===== config.mk =====
export PLATFORM = sky130hd
export DESIGN_NAME = twm_top
export DESIGN_NICKNAME = d
export VERILOG_FILES = /design/src/shared/twm_pkg.sv /design/src/hdl/twm_top.sv /design/src/hdl/twm_edge.sv
export SDC_FILE = /design/constraint.sdc
export NUM_CORES = 1
export LEC_CHECK = 0
export BUFFER_PORTS_ARGS = -buffer_cell sky130_fd_sc_hd__buf_2
export CORE_ASPECT_RATIO = 2
export CORE_MARGIN = 3
export CORE_UTILIZATION = 55
export CTS_BUF_LIST = sky130_fd_sc_hd__clkbuf_16
export CTS_CLUSTER_DIAMETER = 120
export DETAILED_ROUTE_END_ITERATION = 12
export GPL_TIMING_DRIVEN = 0
export PLACE_DENSITY = 0.8
export SLEW_MARGIN = 20
export SYNTH_ARGS = -nofsm -noshare
export SYNTH_HDL_FRONTEND = slang
export SYNTH_HIERARCHICAL = 1
export SYNTH_SLANG_ARGS = --single-unit

===== constraint.sdc =====
create_clock -name clk -period 5.4 [get_ports clk]
set_input_delay 1.08 -clock clk [delete_from_list [all_inputs] [get_ports clk]]
set_output_delay 1.08 -clock clk [all_outputs]
set_load 0.1 [all_outputs]

===== src/shared/twm_pkg.sv =====
// Function
// - width mode start trigger sets enable status and waits for the start edge
// - start trigger bit is self-clearing and always reads back zero
// - start edge clears the count to zero and counting up begins
// - capture edge copies count into data register and raises the interrupt
// - each capture sets overflow if the counter wrapped, otherwise clears it
// - after capture the counter halts and waits for the next start edge
// - data, count and status registers read anytime without side effects
// - stop trigger clears enable and halts counting, keeping count and overflow
// - overflow bit keeps its value from the moment of the stop trigger
// - clearing unit power enable resets all channel logic and registers
// - delay mode start trigger while enabled also starts a down-count
// - delay from trigger to interrupt is count period times data plus one
// - start bits, upper ones on channels 1 and 3, set matching enable bits
// - on delay start the counter loads the data value then decrements
// - down-count reaching zero raises the interrupt and stops until retriggered
// - data writes allowed anytime, taking effect only from the next period
// - clock select 00 and 10 pick clocks 0 and 1; 01, 11 only channels 1, 3
// - channel bit is master on 2, 4, 6, split on 1, 3, zero elsewhere
// - edge select 10 measures low width, 11 measures high width
package twm_pkg;
  localparam int TWM_AW = 8;
  localparam int TWM_CW = 16;
  localparam logic [TWM_AW-1:0] TWM_OFS_TRIG = 8'h00;
  localparam logic [TWM_AW-1:0] TWM_OFS_ENST = 8'h04;
  localparam logic [TWM_AW-1:0] TWM_OFS_MODE = 8'h08;
  localparam logic [TWM_AW-1:0] TWM_OFS_DATA = 8'h0c;
  localparam logic [TWM_AW-1:0] TWM_OFS_CNT = 8'h10;
  localparam logic [TWM_AW-1:0] TWM_OFS_STAT = 8'h14;
  localparam logic [TWM_AW-1:0] TWM_OFS_PWR = 8'h18;
  localparam int TWM_B_START = 0;
  localparam int TWM_B_STOP = 1;
  localparam int TWM_B_UPSTART = 8;
  localparam int TWM_B_UPSTOP = 9;
  localparam int TWM_B_EN = 0;
  localparam int TWM_B_UPEN = 8;
  localparam int TWM_B_OVF = 0;
  localparam int TWM_B_PWR = 0;
  localparam int TWM_M_MD_LO = 0;
  localparam int TWM_M_EDGE_LO = 6;
  localparam int TWM_M_CHBIT = 11;
  localparam int TWM_M_CKS_LO = 14;
  localparam logic [31:0] TWM_MODE_MASK = 32'h0000_c8cf;
  localparam logic [31:0] TWM_MODE_RST = 32'h0000_0000;
  localparam logic [TWM_CW-1:0] TWM_DATA_RST = 16'h0000;
  localparam logic [TWM_CW-1:0] TWM_CNT_ZERO = 16'h0000;
  localparam logic [TWM_CW-1:0] TWM_CNT_ONE = 16'h0001;
  localparam logic [TWM_CW-1:0] TWM_CNT_MAX = 16'hffff;
  localparam logic [3:0] TWM_MD_WIDTH = 4'hc;
  localparam logic [3:0] TWM_MD_DELAY = 4'h8;
  localparam logic [1:0] TWM_EDGE_FALL = 2'h0;
  localparam logic [1:0] TWM_EDGE_RISE = 2'h1;
  localparam logic [1:0] TWM_EDGE_LOW = 2'h2;
  localparam logic [1:0] TWM_EDGE_HIGH = 2'h3;
  localparam logic [1:0] TWM_CKS_0 = 2'h0;
  localparam logic [1:0] TWM_CKS_1 = 2'h2;
  localparam logic [1:0] TWM_CKS_2 = 2'h1;
  localparam logic [1:0] TWM_CKS_3 = 2'h3;
  localparam logic [1:0] TWM_RESP_OKAY = 2'h0;
  localparam logic [1:0] TWM_RESP_SLVERR = 2'h2;
  localparam int TWM_SYNC_STAGES = 2;
  typedef enum logic [1:0] {TWM_ST_OFF, TWM_ST_WAIT, TWM_ST_LOAD, TWM_ST_RUN} twm_state_e;
endpackage


===== src/hdl/twm_top.sv =====
`timescale 1ns/1ns
module twm_top #(
  parameter int CH_IDX = 1
) (
  input wire logic clk,
  input wire logic rst_b,
  input wire logic ce,
  input wire logic [3:0] presc_tick,
  input wire logic timer_input_pin,
  output logic channel_timer_interrupt,
  input wire logic s_axi_awvalid,
  output logic s_axi_awready,
  input wire logic [twm_pkg::TWM_AW-1:0] s_axi_awaddr,
  input wire logic s_axi_wvalid,
  output logic s_axi_wready,
  input wire logic [31:0] s_axi_wdata,
  input wire logic [3:0] s_axi_wstrb,
  output logic s_axi_bvalid,
  input wire logic s_axi_bready,
  output logic [1:0] s_axi_bresp,
  input wire logic s_axi_arvalid,
  output logic s_axi_arready,
  input wire logic [twm_pkg::TWM_AW-1:0] s_axi_araddr,
  output logic s_axi_rvalid,
  input wire logic s_axi_rready,
  output logic [31:0] s_axi_rdata,
  output logic [1:0] s_axi_rresp
);
  import twm_pkg::*;

  localparam bit HAS_UPPER = (CH_IDX == 1) || (CH_IDX == 3);
  localparam bit HAS_CHBIT = HAS_UPPER || (CH_IDX == 2) || (CH_IDX == 4) || (CH_IDX == 6);

  function automatic logic addr_ok(input logic [TWM_AW-1:0] a);
    addr_ok = (a == TWM_OFS_TRIG) || (a == TWM_OFS_ENST) || (a == TWM_OFS_MODE) ||
              (a == TWM_OFS_DATA) || (a == TWM_OFS_CNT) || (a == TWM_OFS_STAT) ||
              (a == TWM_OFS_PWR);
  endfunction

  function automatic logic [31:0] merge(input logic [31:0] old, input logic [31:0] nw,
                                        input logic [3:0] be);
    logic [31:0] m;
    m = {{8{be[3]}}, {8{be[2]}}, {8{be[1]}}, {8{be[0]}}};
    merge = (old & ~m) | (nw & m);
  endfunction

  ////////////////////////////////////////////////////////////////////////////
  // bus slave
  logic aw_have_q, w_have_q, bvalid_q, rvalid_q;
  logic [TWM_AW-1:0] awaddr_q;
  logic [31:0] wdata_q, rdata_q;
  logic [3:0] wstrb_q;
  logic [1:0] bresp_q, rresp_q;
  logic wr_do, rd_do;
  logic [31:0] rd_mux;

  assign s_axi_awready = !aw_have_q && !bvalid_q;
  assign s_axi_wready = !w_have_q && !bvalid_q;
  assign s_axi_arready = !rvalid_q;
  assign s_axi_bvalid = bvalid_q;
  assign s_axi_bresp = bresp_q;
  assign s_axi_rvalid = rvalid_q;
  assign s_axi_rdata = rdata_q;
  assign s_axi_rresp = rresp_q;
  assign wr_do = ce && aw_have_q && w_have_q && !bvalid_q;
  assign rd_do = ce && s_axi_arvalid && !rvalid_q;

  always_ff @(posedge clk) begin
    if (!rst_b) begin
      aw_have_q <= 1'b0;
      w_have_q <= 1'b0;
      bvalid_q <= 1'b0;
      awaddr_q <= '0;
      wdata_q <= '0;
      wstrb_q <= '0;
      bresp_q <= TWM_RESP_OKAY;
    end else if (ce) begin
      if (s_axi_awvalid && s_axi_awready) begin
        aw_have_q <= 1'b1;
        awaddr_q <= s_axi_awaddr;
      end
      if (s_axi_wvalid && s_axi_wready) begin
        w_have_q <= 1'b1;
        wdata_q <= s_axi_wdata;
        wstrb_q <= s_axi_wstrb;
      end
      if (wr_do) begin
        aw_have_q <= 1'b0;
        w_have_q <= 1'b0;
        bvalid_q <= 1'b1;
        bresp_q <= addr_ok(awaddr_q) ? TWM_RESP_OKAY : TWM_RESP_SLVERR;
      end else if (bvalid_q && s_axi_bready) begin
        bvalid_q <= 1'b0;
      end
    end
  end

  always_ff @(posedge clk) begin
    if (!rst_b) begin
      rvalid_q <= 1'b0;
      rdata_q <= '0;
      rresp_q <= TWM_RESP_OKAY;
    end else if (ce) begin
      if (rd_do) begin
        rvalid_q <= 1'b1;
        rdata_q <= rd_mux;
        rresp_q <= addr_ok(s_axi_araddr) ? TWM_RESP_OKAY : TWM_RESP_SLVERR;
      end else if (s_axi_rready) begin
        rvalid_q <= 1'b0;
      end
    end
  end

  ////////////////////////////////////////////////////////////////////////////
  // registers
  logic pwr_q, act;
  logic [31:0] mode_q, mode_wr, data_wr;
  logic [TWM_CW-1:0] data_q, count_q;
  logic ovf_q, ovf_seen_q, up_en_q, irq_q;
  twm_state_e state_q;
  logic wr_trig, start_p, stop_p, up_start_p, up_stop_p;
  logic [3:0] md;
  logic [1:0] edge_sel, cks;
  logic is_width, is_delay, op_tick, pin_rise, pin_fall;
  logic start_edge, cap_edge, en_st;

  assign act = ce && pwr_q;
  assign wr_trig = wr_do && pwr_q && (awaddr_q == TWM_OFS_TRIG);
  assign start_p = wr_trig && wstrb_q[0] && wdata_q[TWM_B_START];
  assign stop_p = wr_trig && wstrb_q[0] && wdata_q[TWM_B_STOP];
  assign up_start_p = HAS_UPPER && wr_trig && wstrb_q[1] && wdata_q[TWM_B_UPSTART];
  assign up_stop_p = HAS_UPPER && wr_trig && wstrb_q[1] && wdata_q[TWM_B_UPSTOP];

  // power bit sits outside the channel reset so software can turn it back on
  always_ff @(posedge clk) begin
    if (!rst_b) begin
      pwr_q <= 1'b0;
    end else if (wr_do && awaddr_q == TWM_OFS_PWR && wstrb_q[0]) begin
      pwr_q <= wdata_q[TWM_B_PWR];
    end
  end

  assign mode_wr = merge(mode_q, wdata_q, wstrb_q) & TWM_MODE_MASK;
  assign data_wr = merge({16'h0000, data_q}, wdata_q, wstrb_q);

  // unsupported select bits are forced low per channel
  always_ff @(posedge clk) begin
    if (!rst_b) begin
      mode_q <= TWM_MODE_RST;
    end else if (ce) begin
      if (!pwr_q) begin
        mode_q <= TWM_MODE_RST;
      end else if (wr_do && awaddr_q == TWM_OFS_MODE) begin
        mode_q <= mode_wr;
        mode_q[TWM_M_CHBIT] <= HAS_CHBIT && mode_wr[TWM_M_CHBIT];
        mode_q[TWM_M_CKS_LO] <= HAS_UPPER && mode_wr[TWM_M_CKS_LO];
      end
    end
  end

  assign md = mode_q[TWM_M_MD_LO +: 4];
  assign edge_sel = mode_q[TWM_M_EDGE_LO +: 2];
  assign cks = mode_q[TWM_M_CKS_LO +: 2];
  assign is_width = (md == TWM_MD_WIDTH);
  assign is_delay = (md == TWM_MD_DELAY);
  assign en_st = (state_q != TWM_ST_OFF);

  always_comb begin
    case (cks)
      TWM_CKS_0: op_tick = presc_tick[0];
      TWM_CKS_1: op_tick = presc_tick[1];
      TWM_CKS_2: op_tick = presc_tick[2];
      TWM_CKS_3: op_tick = presc_tick[3];
      default: op_tick = presc_tick[0];
    endcase
  end

  twm_edge u_edge (
    .clk(clk),
    .rst_b(rst_b),
    .ce(ce),
    .pin(timer_input_pin),
    .rise(pin_rise),
    .fall(pin_fall)
  );

  // width: low measures fall..rise, high measures rise..fall
  always_comb begin
    start_edge = 1'b0;
    cap_edge = 1'b0;
    case (edge_sel)
      TWM_EDGE_FALL: start_edge = pin_fall;
      TWM_EDGE_RISE: start_edge = pin_rise;
      TWM_EDGE_LOW: begin
        start_edge = pin_fall;
        cap_edge = pin_rise;
      end
      TWM_EDGE_HIGH: begin
        start_edge = is_width ? pin_rise : (pin_rise | pin_fall);
        cap_edge = pin_fall;
      end
      default: start_edge = 1'b0;
    endcase
  end

  ////////////////////////////////////////////////////////////////////////////
  // channel engine
  always_ff @(posedge clk) begin
    if (!rst_b) begin
      state_q <= TWM_ST_OFF;
      count_q <= TWM_CNT_ZERO;
      ovf_seen_q <= 1'b0;
      ovf_q <= 1'b0;
      irq_q <= 1'b0;
    end else if (ce) begin
      irq_q <= 1'b0;
      if (!pwr_q) begin
        state_q <= TWM_ST_OFF;
        count_q <= TWM_CNT_ZERO;
        ovf_seen_q <= 1'b0;
        ovf_q <= 1'b0;
      end else if (stop_p) begin
        state_q <= TWM_ST_OFF;
      end else if (is_width) begin
        case (state_q)
          TWM_ST_OFF: if (start_p) state_q <= TWM_ST_WAIT;
          TWM_ST_WAIT: begin
            if (start_edge) begin
              count_q <= TWM_CNT_ZERO;
              ovf_seen_q <= 1'b0;
              state_q <= TWM_ST_RUN;
            end
          end
          TWM_ST_RUN: begin
            if (cap_edge) begin
              ovf_q <= ovf_seen_q;
              irq_q <= 1'b1;
              state_q <= TWM_ST_WAIT;
            end else if (op_tick) begin
              count_q <= count_q + TWM_CNT_ONE;
              if (count_q == TWM_CNT_MAX) ovf_seen_q <= 1'b1;
            end
          end
          default: state_q <= TWM_ST_WAIT;
        endcase
      end else if (is_delay) begin
        case (state_q)
          TWM_ST_OFF: if (start_p) state_q <= TWM_ST_WAIT;
          TWM_ST_WAIT, TWM_ST_RUN: begin
            if (start_p || start_edge) begin
              state_q <= TWM_ST_LOAD;
            end else if (state_q == TWM_ST_RUN && op_tick) begin
              count_q <= count_q - TWM_CNT_ONE;
              if (count_q == TWM_CNT_ONE) begin
                irq_q <= 1'b1;
                state_q <= TWM_ST_WAIT;
              end
            end
          end
          TWM_ST_LOAD: begin
            if (op_tick) begin
              count_q <= data_q;
              if (data_q == TWM_CNT_ZERO) begin
                irq_q <= 1'b1;
                state_q <= TWM_ST_WAIT;
              end else begin
                state_q <= TWM_ST_RUN;
              end
            end
          end
          default: state_q <= TWM_ST_WAIT;
        endcase
      end else if (start_p) begin
        state_q <= TWM_ST_WAIT;
      end
    end
  end

  // capture wins over a software write landing in the same cycle
  always_ff @(posedge clk) begin
    if (!rst_b) begin
      data_q <= TWM_DATA_RST;
    end else if (ce) begin
      if (!pwr_q) begin
        data_q <= TWM_DATA_RST;
      end else if (is_width && state_q == TWM_ST_RUN && cap_edge && !stop_p) begin
        data_q <= count_q;
      end else if (wr_do && awaddr_q == TWM_OFS_DATA) begin
        data_q <= data_wr[TWM_CW-1:0];
      end
    end
  end

  always_ff @(posedge clk) begin
    if (!rst_b) begin
      up_en_q <= 1'b0;
    end else if (ce) begin
      if (!pwr_q || up_stop_p) begin
        up_en_q <= 1'b0;
      end else if (up_start_p) begin
        up_en_q <= 1'b1;
      end
    end
  end

  assign channel_timer_interrupt = irq_q;

  // trigger register has no storage, so it reads zero
  always_comb begin
    rd_mux = 32'h0000_0000;
    case (s_axi_araddr)
      TWM_OFS_TRIG: rd_mux = 32'h0000_0000;
      TWM_OFS_ENST: begin
        rd_mux[TWM_B_EN] = en_st;
        rd_mux[TWM_B_UPEN] = up_en_q;
      end
      TWM_OFS_MODE: rd_mux = mode_q;
      TWM_OFS_DATA: rd_mux[TWM_CW-1:0] = data_q;
      TWM_OFS_CNT: rd_mux[TWM_CW-1:0] = count_q;
      TWM_OFS_STAT: rd_mux[TWM_B_OVF] = ovf_q;
      TWM_OFS_PWR: rd_mux[TWM_B_PWR] = pwr_q;
      default: rd_mux = 32'h0000_0000;
    endcase
  end
endmodule


===== src/hdl/twm_edge.sv =====
`timescale 1ns/1ns
module twm_edge (
  input wire logic clk,
  input wire logic rst_b,
  input wire logic ce,
  input wire logic pin,
  output logic rise,
  output logic fall
);
  import twm_pkg::*;
  logic [TWM_SYNC_STAGES-1:0] sync_q;
  logic hist_q;

  // first stage feeds only the next stage
  genvar i;
  generate
    for (i = 0; i < TWM_SYNC_STAGES; i++) begin : g_sync
      always_ff @(posedge clk) begin
        if (!rst_b) begin
          sync_q[i] <= 1'b0;
        end else if (ce) begin
          sync_q[i] <= (i == 0) ? pin : sync_q[(i == 0) ? 0 : i - 1];
        end
      end
    end
  endgenerate

  always_ff @(posedge clk) begin
    if (!rst_b) begin
      hist_q <= 1'b0;
    end else if (ce) begin
      hist_q <= sync_q[TWM_SYNC_STAGES-1];
    end
  end

  assign rise = sync_q[TWM_SYNC_STAGES-1] & ~hist_q;
  assign fall = ~sync_q[TWM_SYNC_STAGES-1] & hist_q;
endmodule


# Yosys cells after proc, flatten, opt, wreduce, memory -nomap -nowiden
# Cells that the tools add are included.
# word_totals
regBits	140
latch_bits	0
ram_bits	0
mem_bits_ro	0
inputBits	65
elab_cells	237
n_memories	0
# op_classes
n_addsub	2
mul	0
div	0
order_cmp	0
eq_ne	50
n_shift	0
mux	77
bitwise	11
n_reduce_logical	75
# op_table
op	n
16-bit 2-to-1 mux	14
32-bit 2-to-1 mux	2
16-bit case mux with 2 select lines	2
16-bit AND	3
8-bit by 5-bit equality test with 1-bit output, second input constant	6
7-bit case mux with 3 select lines	2
1-bit 2-to-1 mux	34
8-bit by 4-bit equality test with 1-bit output, second input constant	4
16-bit bitwise OR	2
2-bit 2-to-1 mux	14
1-bit logical AND	26
4-bit != test, second input constant	6
2-bit AND reduction	11
16-bit by 1-bit adder with 16-bit output, second input constant	1
16-bit by 1-bit equality test with 1-bit output, second input constant	1
16-bit equality test, second input constant	1
8-bit by 3-bit equality test with 1-bit output, second input constant	2
16-bit zero test	1
8-bit zero test	2
16-bit NOT	1
16-bit by 1-bit subtractor with 16-bit output, second input constant	1
1-bit logical OR	14
7-bit != test, second input constant	2
2-bit equality test, second input constant	6
26 further kinds	57

# Depth between registers and ports, before layout
# Gate-level depths: netlist of run 1.
# depth
word_depth	14
mapped_depth	9

# Modules after synthesis
# The synthesis of run 1 kept the hierarchy.
# by_module_without_submodules
module	n_inst	cells_each	area_each_um2	seq_area_each_um2
twm_top	1	713	5710.5	1921.8
twm_edge	1	11	121.4	60.1

# Worst setup path after synthesis of run 1
# Ideal clock, no wire load.
# synth_timing
path_type	reg-to-output
startpoint	register bvalid_q, in the netlist s_axi_bvalid
endpoint	output port s_axi_awready
t_arrival_ns	2.187
slack_ns	2.133
stages_incl_launch_ff	3
n_path_buf	1
path_cell_list	dfxtp_1 > buf_6 > nor2_1
# synth_between
elab_chain_cells	2
# synth_rtl
item	line	source
start, declared	twm_top.sv:49	logic aw_have_q, w_have_q, bvalid_q, rvalid_q;
start signal, assigned	twm_top.sv:72	bvalid_q <= 1'b0;
start signal, assigned	twm_top.sv:90	bvalid_q <= 1'b1;
start signal, assigned	twm_top.sv:93	bvalid_q <= 1'b0;
1-bit zero test	twm_top.sv:57	assign s_axi_awready = !aw_have_q && !bvalid_q;
1-bit logical AND	twm_top.sv:57	
end, declared	twm_top.sv:12	output logic s_axi_awready,
# Every way passes these cells.

# Final worst setup path of run 1
# layout_timing
startpoint	register count_q[0]
endpoint	register count_q[10]
# layout_between
elab_chain_cells	8
word_cells_on_any_way	12
# layout_rtl
item	line	source
start, declared	twm_top.sv:118	logic [TWM_CW-1:0] data_q, count_q;
start signal, assigned	twm_top.sv:240	count_q <= count_q + TWM_CNT_ONE;
start signal, assigned	twm_top.sv:253	count_q <= count_q - TWM_CNT_ONE;
start signal, assigned	twm_top.sv:262	count_q <= data_q;
16-bit by 1-bit subtractor with 16-bit output	twm_top.sv:253	
16-bit 2-to-1 mux	twm_top.sv:252	end else if (state_q == TWM_ST_RUN && op_tick) begin
16-bit 2-to-1 mux	twm_top.sv:250	if (start_p || start_edge) begin
16-bit case mux with 2 select lines	twm_top.sv:247	case (state_q)
16-bit 2-to-1 mux	twm_top.sv:246	end else if (is_delay) begin
16-bit 2-to-1 mux (*)	twm_top.sv:224	end else if (is_width) begin
16-bit 2-to-1 mux (*)	twm_top.sv:222	end else if (stop_p) begin
16-bit 2-to-1 mux (*)	twm_top.sv:217	if (!pwr_q) begin
# Mark *: on every way between the ends. The rest lies on a longest branch, timed or not. The select of a mux whose other input is x is not followed.
# A chain may end at the register's enable or synchronous reset.

==> impl_metrics.py, run 1 <==
metrics = {
    "run_status": {
        "status": "complete, no violations",
    },
    "sta": {
        "tns_ns": 0,
        "whs_ns": 0.459,
        "slew_headroom_pct": 37.6,
        "report.final.setup_viol": 0,
        "period_share_pct": 54.2,
        "finalWorstSetupSlack_ns": 2.47,
        "worstMarginPinSlew_ns": 0.934,
        "layout_min_cycle_time_ns": 2.93,
        "rsz0062_at_grt": "no",
        "clock_skew_ns": 0.0109,
        "slew_viol_final": 0,
        "hold_viol_final": 0,
        "max_freq_ghz": 0.342,
    },
    "critical_path": {
        "r2r_slack_ns": 2.47,
        "cp-endpoint": "count_q[10]",
        "crit_fanout": 10,
        "critPathRequiredTime_ns": 5.65,
        "reg2regPathDepth": 9,
        "worstSetupEndpointType": "flip-flop",
        "worstPathArrival_ns": 3.18,
        "r2r_end": "count_q[10]",
        "crit_type": "flip-flop to flip-flop",
        "reg2reg_from": "count_q[0]",
        "cp-start-kind": "flip-flop",
        "startpoint": "count_q[0]",
    },
    "power_and_ir_drop": {
        "power.density_nw_per_um2": 256,
        "irDropWorstVdd_mv": 0.250,
        "p_leak_nw": 2.66,
    },
    "clocking": {
        "cts_tree": "yes",
        "clkTransAtPathRegs_ns": 0.08,
        "clock_path_buffers": 2,
        "cts_root_buf": "clkbuf_16",
        "clk_latency_ns": 0.36,
        "post-cts-setup-buffers": 0,
        "hold_buffers": 0,
        "cts-resized-gates": 0,
        "cts_inserted_buffers": 9,
        "clock-sinks": 99,
        "htreeDepth": 3,
    },
    "floorplanning": {
        "initial_core_util_pct": 57.1,
        "die_area_sq_um": 11900,
        "core_sq_um": 10200,
        "io_pins": 107,
        "die_h_microns": 152,
        "rows": 52,
        "dieWidth_microns": 78.8,
    },
    "drt": {
        "wl_per_cell_microns": 21.3,
        "drtPass1Iterations": 6,
        "drtIter0Drc": 671,
        "drtAntennaViolNets": 0,
        "via_per_inst": 6.34,
        "vias": 6099,
        "drc": 0,
        "routed_wl_microns": 20500,
    },
    "global_routing": {
        "overflow": 0,
        "grt_pass1_vias": 5840,
        "grt_first_pass_wirelength_microns": 31400,
        "grtUsageTotal_pct": 34.7,
        "grt_max_degree": 19,
        "antenna_found_initial": 0,
    },
    "yosys": {
        "synth_top_area_share_pct": 34.0,
        "yosysSeqAreaShare_pct": 34.0,
        "synthCells": 724,
        "avgSynthCellArea_sq_um": 8.06,
        "synth_cell_types": 71,
        "yosys-top-cells-area": "dfxtp_1 34%, nand2_1 6.5%, mux2i_1 6.4%",
        "syn_area_sq_um": 5830,
        "synth_seq_cells": 99,
        "async_reset_ff_share_pct": 0,
        "synth_edf_count": 0,
        "synth_area_leader_cell": "dfxtp_1",
        "ys.flop_type": "dfxtp_1",
        "yosysWarningCount": 6,
    },
    "placement": {
        "pre_cts_slack_ns": 2.18,
        "gp_congestion": 0.981,
        "post-dp-hpwl_microns": 15400,
        "port_buffers": 70,
        "dp.cells": 946,
    },
    "finish": {
        "antenna_cells": 0,
        "num-fill-cells": 908,
        "final_nets": 890,
        "layout.cells.non_filler": 962,
        "syn2layout_area_growth_pct": 15.4,
        "final_cell_mix": "101 x nand2_1, 99 x dfxtp_1, 79 x buf_2",
        "drive_above_1_share_pct": 17.9,
        "layout_commonest_cell": "nand2_1",
    },
    "min_path": {
        "worstHoldPathCells": 2,
        "hp-class": "flip-flop to flip-flop",
    },
    "run": {
        "max_cap_violations": 0,
    },
}
## logic make-up (layout without fill, tap and decap cells)
| kind of cell | after synthesis | in the layout | share of synthesized area, % |
|---|---|---|---|
| adder cells (fa/ha/maj) | 3 | 3 | 0.644 |
| XOR/XNOR | 20 | 20 | 3.00 |
| AND/OR/NAND/NOR | 276 | 276 | 23.7 |
| other | 1 | 18 | 0.0643 |
| buffers and inverters | 84 | 170 | 7.53 |
| multiplexers | 48 | 48 | 8.67 |
| AO/OA/AOI/OAI | 193 | 193 | 22.4 |
| flip-flops | 99 | 99 | 34.0 |
## report_power, final
group / internal, W / leakage (nW) / switching (W)
clock: 0.000369 / 0.156 / 0.000315
sequential: 0.000750 / 0.804 / 0.0000161
combinational: 0.0000630 / 1.70 / 0.000213
## through the flow
step	area, sq um	total power (W)	util (%)
2_1_floorplan	5900	0.000997	-
3_3_place_gp	6410	0.00105	62.8
3_5_place_dp	6410	0.00106	62.8
4_1_cts	6730	0.00172	65.9
5_1_grt	6730	0.00177	65.9
6_report	6730	0.00173	65.9
## area by class of cell
class / instances / area (sq um) / share of cell area [%]
clock inverters: 7 / 87.6 / 1.30
plain buffers: 73 / 398 / 5.91
clock buffers: 9 / 225 / 3.35
well taps: 135 / 169 / 2.51
inverters: 11 / 41.3 / 0.614
repair buffers: 70 / 350 / 5.21
multi-input cells: 558 / 3470 / 51.6
flip-flops and latches: 99 / 1980 / 29.5
## how the worst min path moves through the flow
stage           startpoint          end  slack (ns)
3_3_place_gp   wdata_q[10]  wdata_q[10]        0.45
4_1_cts        wdata_q[10]  wdata_q[10]        0.46
2_1_floorplan  wdata_q[10]  wdata_q[10]        0.44
6_report       wdata_q[10]  wdata_q[10]        0.46
3_5_place_dp   wdata_q[10]  wdata_q[10]        0.45
5_1_grt        wdata_q[10]  wdata_q[10]        0.49
## synth_stat cells, drive strengths merged, types with 16 or more instances
library cell / instances
o21ai: 49
buf: 43
a211oi: 18
mux2i: 37
clkbuf: 30
dfxtp: 99
nor2: 63
nand3: 27
o2bb2ai: 16
nand2: 102
a21oi: 50
## routing by layer
layer	global-route usage [%]	vias up	wire length, microns
li1	-	2798	-
met1	37.6	2809	7220
met2	62.1	397	10300
met3	4.20	95	1520
met4	23.3	0	1470
met5	0	-	0
## worst max-delay path, stage by stage, from the launching register on
cell	delay, ns
dfxtp_1	0.36
clkbuf_1	0.31
inv_1	0.13
ha_1	0.20
nor3b_1	0.75
nand2_1	0.21
or3_1	0.37
xor2_1	0.15
a21oi_1	0.09
a41o_1	0.25
## sequential cells by signal, summed over array words and instances (netlist names), 2 cells and up
| name | cells |
|---|---|
| awaddr_q | 8 |
| count_q | 16 |
| data_q | 16 |
| mode_q | 9 |
| s_axi_rdata | 16 |
| state_q | 2 |
| u_edge/sync_q | 2 |
| wdata_q | 16 |
| wstrb_q | 2 |
No activity file was read; power rests on OpenSTA's default activity.
==> inputs of run 2 (changes only) <==
CORE_UTILIZATION = 51   (was 55)
PLACE_DENSITY = 0.78   (was 0.8)
clock period = 2.5 ns   (was 5.4 ns; I/O delays follow)
==> run 2 against run 1 <==
Sequential share of layout area is 0.075 points lower. Register-to-register slack worse by 2.5 ns. Largest power group unchanged. Non-clock buffer count is 2 higher. Utilization is 4.5 points lower. Sequential power is 120% higher. Fmax is 18% higher. Clock power is 99% higher. Cell area is 0.45% higher. Critical path depth is 1 lower. Combinational power is 120% higher. Power is 110% higher.
==> impl_metrics.py, run 2 (synthesis results as in run 1) <==
metrics = {
    "run_status": {
        "status": "complete, no violations",
    },
    "drt": {
        "vias": 6058,
        "routed_wl_microns": 21500,
        "drtIter0Drc": 601,
        "drtPass1Iterations": 5,
        "drc": 0,
        "drtAntennaViolNets": 0,
        "via_per_inst": 6.25,
        "wl_per_cell_microns": 22.2,
    },
    "critical_path": {
        "critPathRequiredTime_ns": 2.76,
        "crit_family": "compound AO/OA/AOI/OAI gates",
        "crit_chain": "nand4bb_1 > buf_2 > a31oi_2 > o21ai_2 > a2111oi_4 > buf_6 > nand3_1 > a21oi_1",
        "crit_buf_inv": 2,
        "slowest_delay_ns": 0.50,
        "worstPathArrival_ns": 2.74,
        "cp-start-kind": "flip-flop",
        "crit_fanout": 10,
        "worstSetupEndpointType": "flip-flop",
        "crit_slowest_cell": "dfxtp_1",
        "crit_type": "flip-flop to flip-flop",
    },
    "placement": {
        "post-dp-hpwl_microns": 16300,
        "port_buffers": 70,
        "dp.cells": 951,
        "gp_congestion": 0.968,
        "dpl_cell_area_sq_um": 6430,
    },
    "global_routing": {
        "grtUsageTotal_pct": 34.1,
        "grt_pass1_vias": 5949,
        "grt_max_degree": 18,
        "overflow": 0,
        "grt_first_pass_wirelength_microns": 32400,
        "antenna_found_initial": 0,
    },
    "sta": {
        "period_share_pct": 99.2,
        "layout_min_cycle_time_ns": 2.48,
        "worstMarginPinSlew_ns": 0.863,
        "rsz0062_at_grt": "yes",
        "report.final.setup_viol": 0,
        "slew_viol_final": 0,
        "hold_viol_final": 0,
        "clock_skew_ns": 0.00797,
        "max_freq_ghz": 0.403,
        "slew_headroom_pct": 42.3,
    },
    "power_and_ir_drop": {
        "finalPower_w": 0.00362,
        "irDropWorstVdd_mv": 0.378,
        "comb_power_share_pct": 16.6,
        "p_int_w": 0.00244,
        "clkPwrFrac_pct": 37.6,
        "p_leak_nw": 2.68,
        "power_frac_seq_pct": 45.8,
        "power.switching_w": 0.00117,
        "power.density_nw_per_um2": 535,
        "p_sw_share_pct": 32.4,
    },
    "clocking": {
        "clkTransAtPathRegs_ns": 0.07,
        "cts_root_buf": "clkbuf_16",
        "htreeDepth": 3,
        "hold_buffers": 0,
        "clock_path_buffers": 2,
        "cts_tree": "yes",
        "clock-sinks": 99,
        "clk_latency_ns": 0.35,
        "cts_inserted_buffers": 9,
    },
    "finish": {
        "num-fill-cells": 999,
        "drive_above_1_share_pct": 19.7,
        "final_util_pct": 61.4,
        "final_nets": 892,
        "antenna_cells": 0,
        "layout.cells.non_filler": 969,
        "post-route-cell-area_sq_um": 6760,
        "syn2layout_area_growth_pct": 15.9,
        "final_cell_mix": "101 x nand2_1, 96 x dfxtp_1, 79 x buf_2",
        "layout_commonest_cell": "nand2_1",
    },
    "floorplanning": {
        "io_pins": 107,
        "die_area_sq_um": 12800,
        "initial_core_util_pct": 53.0,
        "die_h_microns": 157,
        "core_sq_um": 11000,
        "dieWidth_microns": 81.6,
        "rows": 54,
    },
    "run": {
        "max_cap_violations": 0,
    },
    "min_path": {
        "hp-class": "primary input to flip-flop",
    },
}
==> run 2: cell types whose count changed in the layout (fill, tap and decap cells not counted), moves of 3 or more <==
cell,change
buf_4,+3
clkbuf_1,-3
clkbuf_2,+4
dfxtp_2,+3
dfxtp_1,-3
==> run 2: final timing paths <==
kind	slack [ns]	cells after the start	end	startpoint
min reg2reg	0.47	2	wdata_q[12]	wdata_q[12]
min	0.38	3	wdata_q[4]	s_axi_wdata[4]
max	0.02	8	count_q[0]	mode_q[2]
max reg2reg	0.02	8	count_q[0]	mode_q[2]
==> run 2: tightest hold or removal path: cells and delay by family <==
kind	cells	cell delay [ns]
buf+inv	1	0.09
simple gates	1	0.04
compound gates	1	0.05
==> run 2: per-stage QoR <==
step | hold WS, ns | worst slack [ns] | setup TNS [ns]
2_1_floorplan | 0.436 | 0.0504 | 0
3_3_place_gp | 0.445 | -0.462 | -2.09
3_5_place_dp | 0.461 | -0.438 | -2.95
4_1_cts | 0.382 | 0.00494 | 0
5_1_grt | 0.388 | -0.0163 | -0.0163
6_report | 0.384 | 0.0201 | 0
==> run 2: timing repair <==
| action | CTS | global route |
|---|---|---|
| endpoints found under the setup margin | 13 | 16 |
| pin swaps | 1 | 1 |
| setup buffers | 2 | 1 |
| resized for setup | 3 | 9 |
==> run 2: metal layers <==
layer,part of all wire (%),wire length (microns),global-route usage (%),vias up
met5,0,0,0,-
met4,8.2,1760,26.1,0
met3,6.3,1360,5.33,97
met2,50,10800,57.3,355
met1,35,7560,37.1,2805
li1,-,-,-,2801
==> run 2: cell type report <==
type | instances | area, sq um | area share, %
flip-flops and latches | 99 | 1990 | 29.4
clock inverters | 7 | 50.0 | 0.741
multi-input cells | 558 | 3500 | 51.9
repair buffers | 73 | 373 | 5.52
plain buffers | 72 | 399 | 5.91
well taps | 140 | 175 | 2.59
inverters | 11 | 45.0 | 0.667
clock buffers | 9 | 225 | 3.33
==> run 2: power groups by stage <==
stage | registers (W) | clock network (W) | logic (W)
6_report | 0.00166 | 0.00136 | 0.000602
4_1_cts | 0.00166 | 0.00136 | 0.000597
3_5_place_dp | 0.00169 | 0 | 0.000594
2_1_floorplan | 0.00182 | 0 | 0.000336
3_3_place_gp | 0.00169 | 0 | 0.000585
5_1_grt | 0.00166 | 0.00141 | 0.000635
==> inputs of run 3 (changes only) <==
BUFFER_PORTS_ARGS = not set   (was -buffer_cell sky130_fd_sc_hd__buf_2)
CORE_UTILIZATION = 55   (was 51)
DONT_BUFFER_PORTS = 1   (was not set)
PLACE_DENSITY = 0.74   (was 0.78)
==> run 3 against run 2 <==
Clock power barely moved. Die area fell by 6.9%. Global-route usage fell by 0.93 points. First-iteration DRC count fell by 17%. Cell area fell by 4.7%. Hold slack got worse by 0.11 ns.
==> impl_metrics.py, run 3 (synthesis results as in run 1) <==
metrics = {
    "sta": {
        "finalWorstSetupSlack_ns": 0.0558,
        "clock_skew_ns": 0.00950,
        "slew_viol_final": 0,
        "hold_viol_final": 0,
        "rsz0062_at_grt": "yes",
        "slew_headroom_pct": 29.8,
        "worstMarginPinSlew_ns": 1.05,
        "max_freq_ghz": 0.409,
        "layout_min_cycle_time_ns": 2.44,
        "report.final.setup_viol": 0,
        "tns_ns": 0,
        "period_share_pct": 97.8,
    },
    "clocking": {
        "cts_tree": "yes",
        "clk_latency_ns": 0.36,
        "clock_path_buffers": 2,
        "htreeDepth": 3,
        "cts_inserted_buffers": 9,
        "hold_buffers": 0,
        "clkTransAtPathRegs_ns": 0.08,
        "cts_root_buf": "clkbuf_16",
        "clock-sinks": 99,
    },
    "drt": {
        "via_per_inst": 6.43,
        "drtPass1Iterations": 6,
        "drc": 0,
        "vias": 5753,
        "drtAntennaViolNets": 0,
        "routed_wl_microns": 19800,
        "wl_per_cell_microns": 22.1,
        "drtIter0Drc": 500,
    },
    "run": {
        "max_cap_violations": 0,
    },
    "global_routing": {
        "grtUsageTotal_pct": 33.1,
        "grt_max_degree": 19,
        "overflow": 0,
        "grt_pass1_vias": 5385,
        "antenna_found_initial": 0,
        "grt_first_pass_wirelength_microns": 29900,
    },
    "power_and_ir_drop": {
        "comb_power_share_pct": 11.2,
        "clkPwrFrac_pct": 38.6,
        "power.density_nw_per_um2": 554,
        "p_leak_nw": 2.39,
        "p_sw_share_pct": 32.4,
        "power.switching_w": 0.00116,
        "power_frac_seq_pct": 50.2,
        "p_int_w": 0.00241,
        "irDropWorstVdd_mv": 0.509,
        "finalPower_w": 0.00357,
    },
    "critical_path": {
        "crit_type": "flip-flop to flip-flop",
        "reg2regPathDepth": 8,
        "crit_fanout": 10,
        "worstSetupEndpointType": "flip-flop",
        "critPathRequiredTime_ns": 2.74,
        "cp-start-kind": "flip-flop",
        "r2r_slack_ns": 0.06,
        "worstPathArrival_ns": 2.68,
    },
    "placement": {
        "dp.cells": 876,
        "port_buffers": 0,
        "post-dp-hpwl_microns": 14800,
        "pre_cts_slack_ns": -0.156,
        "gp_congestion": 0.972,
    },
    "finish": {
        "final_nets": 823,
        "multiInputGateArea_sq_um": 3520,
        "antenna_cells": 0,
        "drive_above_1_share_pct": 12.2,
        "seqCellArea_sq_um": 1990,
        "layout.cells.non_filler": 895,
        "final_cell_mix": "101 x nand2_1, 95 x dfxtp_1, 61 x nor2_1",
        "layout_commonest_cell": "nand2_1",
        "syn2layout_area_growth_pct": 10.5,
        "num-fill-cells": 942,
    },
    "min_path": {
        "hp-class": "primary input to flip-flop",
        "worstHoldPathCells": 2,
    },
    "floorplanning": {
        "initial_core_util_pct": 57.1,
        "die_area_sq_um": 11900,
        "core_sq_um": 10200,
        "io_pins": 107,
        "die_h_microns": 152,
        "rows": 52,
        "dieWidth_microns": 78.8,
    },
    "run_status": {
        "status": "complete, no violations",
    },
}
[run 3: critical path: stages (launching register included)]
cell,delay (ns)
dfxtp_4,0.45
buf_6,0.18
and4b_1,0.37
nand4_4,0.19
o21ai_2,0.35
nor2_1,0.12
o21bai_4,0.29
buf_2,0.28
o2bb2ai_1,0.09
[run 3: cell type report]
cell class                      instances  share of cell area (%)
Buffer                                 73                    6.23
Clock buffer                            9                    3.50
Clock inverter                          7                    1.01
Inverter                               11                   0.699
Multi-Input combinational cell        558                    54.7
Sequential cell                        99                    30.9
Tap cell                              135                    2.62
Timing Repair Buffer                    3                   0.350
[run 3: worst paths after layout]
| kind | startpoint | to |
|---|---|---|
| worst max-delay path | s_axi_bvalid | data_q[1] |
| worst min-delay path | s_axi_wdata[7] | wdata_q[7] |
| worst max register to register | s_axi_bvalid | data_q[1] |
| worst min register to register | wdata_q[10] | wdata_q[10] |
[run 3: power groups by stage]
stage / Clock (W) / Combinational [W] / Sequential (W)
floorplan: 0 / 0.000336 / 0.00182
global placement: 0 / 0.000384 / 0.00183
detailed placement: 0 / 0.000391 / 0.00183
CTS: 0.00137 / 0.000394 / 0.00179
global route: 0.00144 / 0.000425 / 0.00180
finish: 0.00138 / 0.000400 / 0.00179
[run 3: repair_timing]
item	4_1_cts	5_1_grt
setup endpoints to repair	41	30
pin swaps	1	1
gates resized for setup	4	12
buffers inserted	2	1
cloned	0	0
[run 3: routing by layer]
layer  up-vias  track usage [%]  routed length [microns]  share of wire [%]
met1      2723             35.2                     6960                 35
met2       299             59.8                    10200                 51
li1       2659                -                        -                  -
met3        72             5.62                     1410                7.1
met5         -                0                        0                  0
met4         0             20.7                     1240                6.2
[run 3: through the flow]
stage / area, sq um / hold WS (ns) / utilization (%)
after floorplan: 5900 / 0.436 / -
after global placement: 6070 / 0.448 / 59.4
after detailed placement: 6080 / 0.461 / 59.5
after CTS: 6400 / 0.272 / 62.6
after global routing: 6440 / 0.273 / 63.1
final: 6440 / 0.272 / 63.1
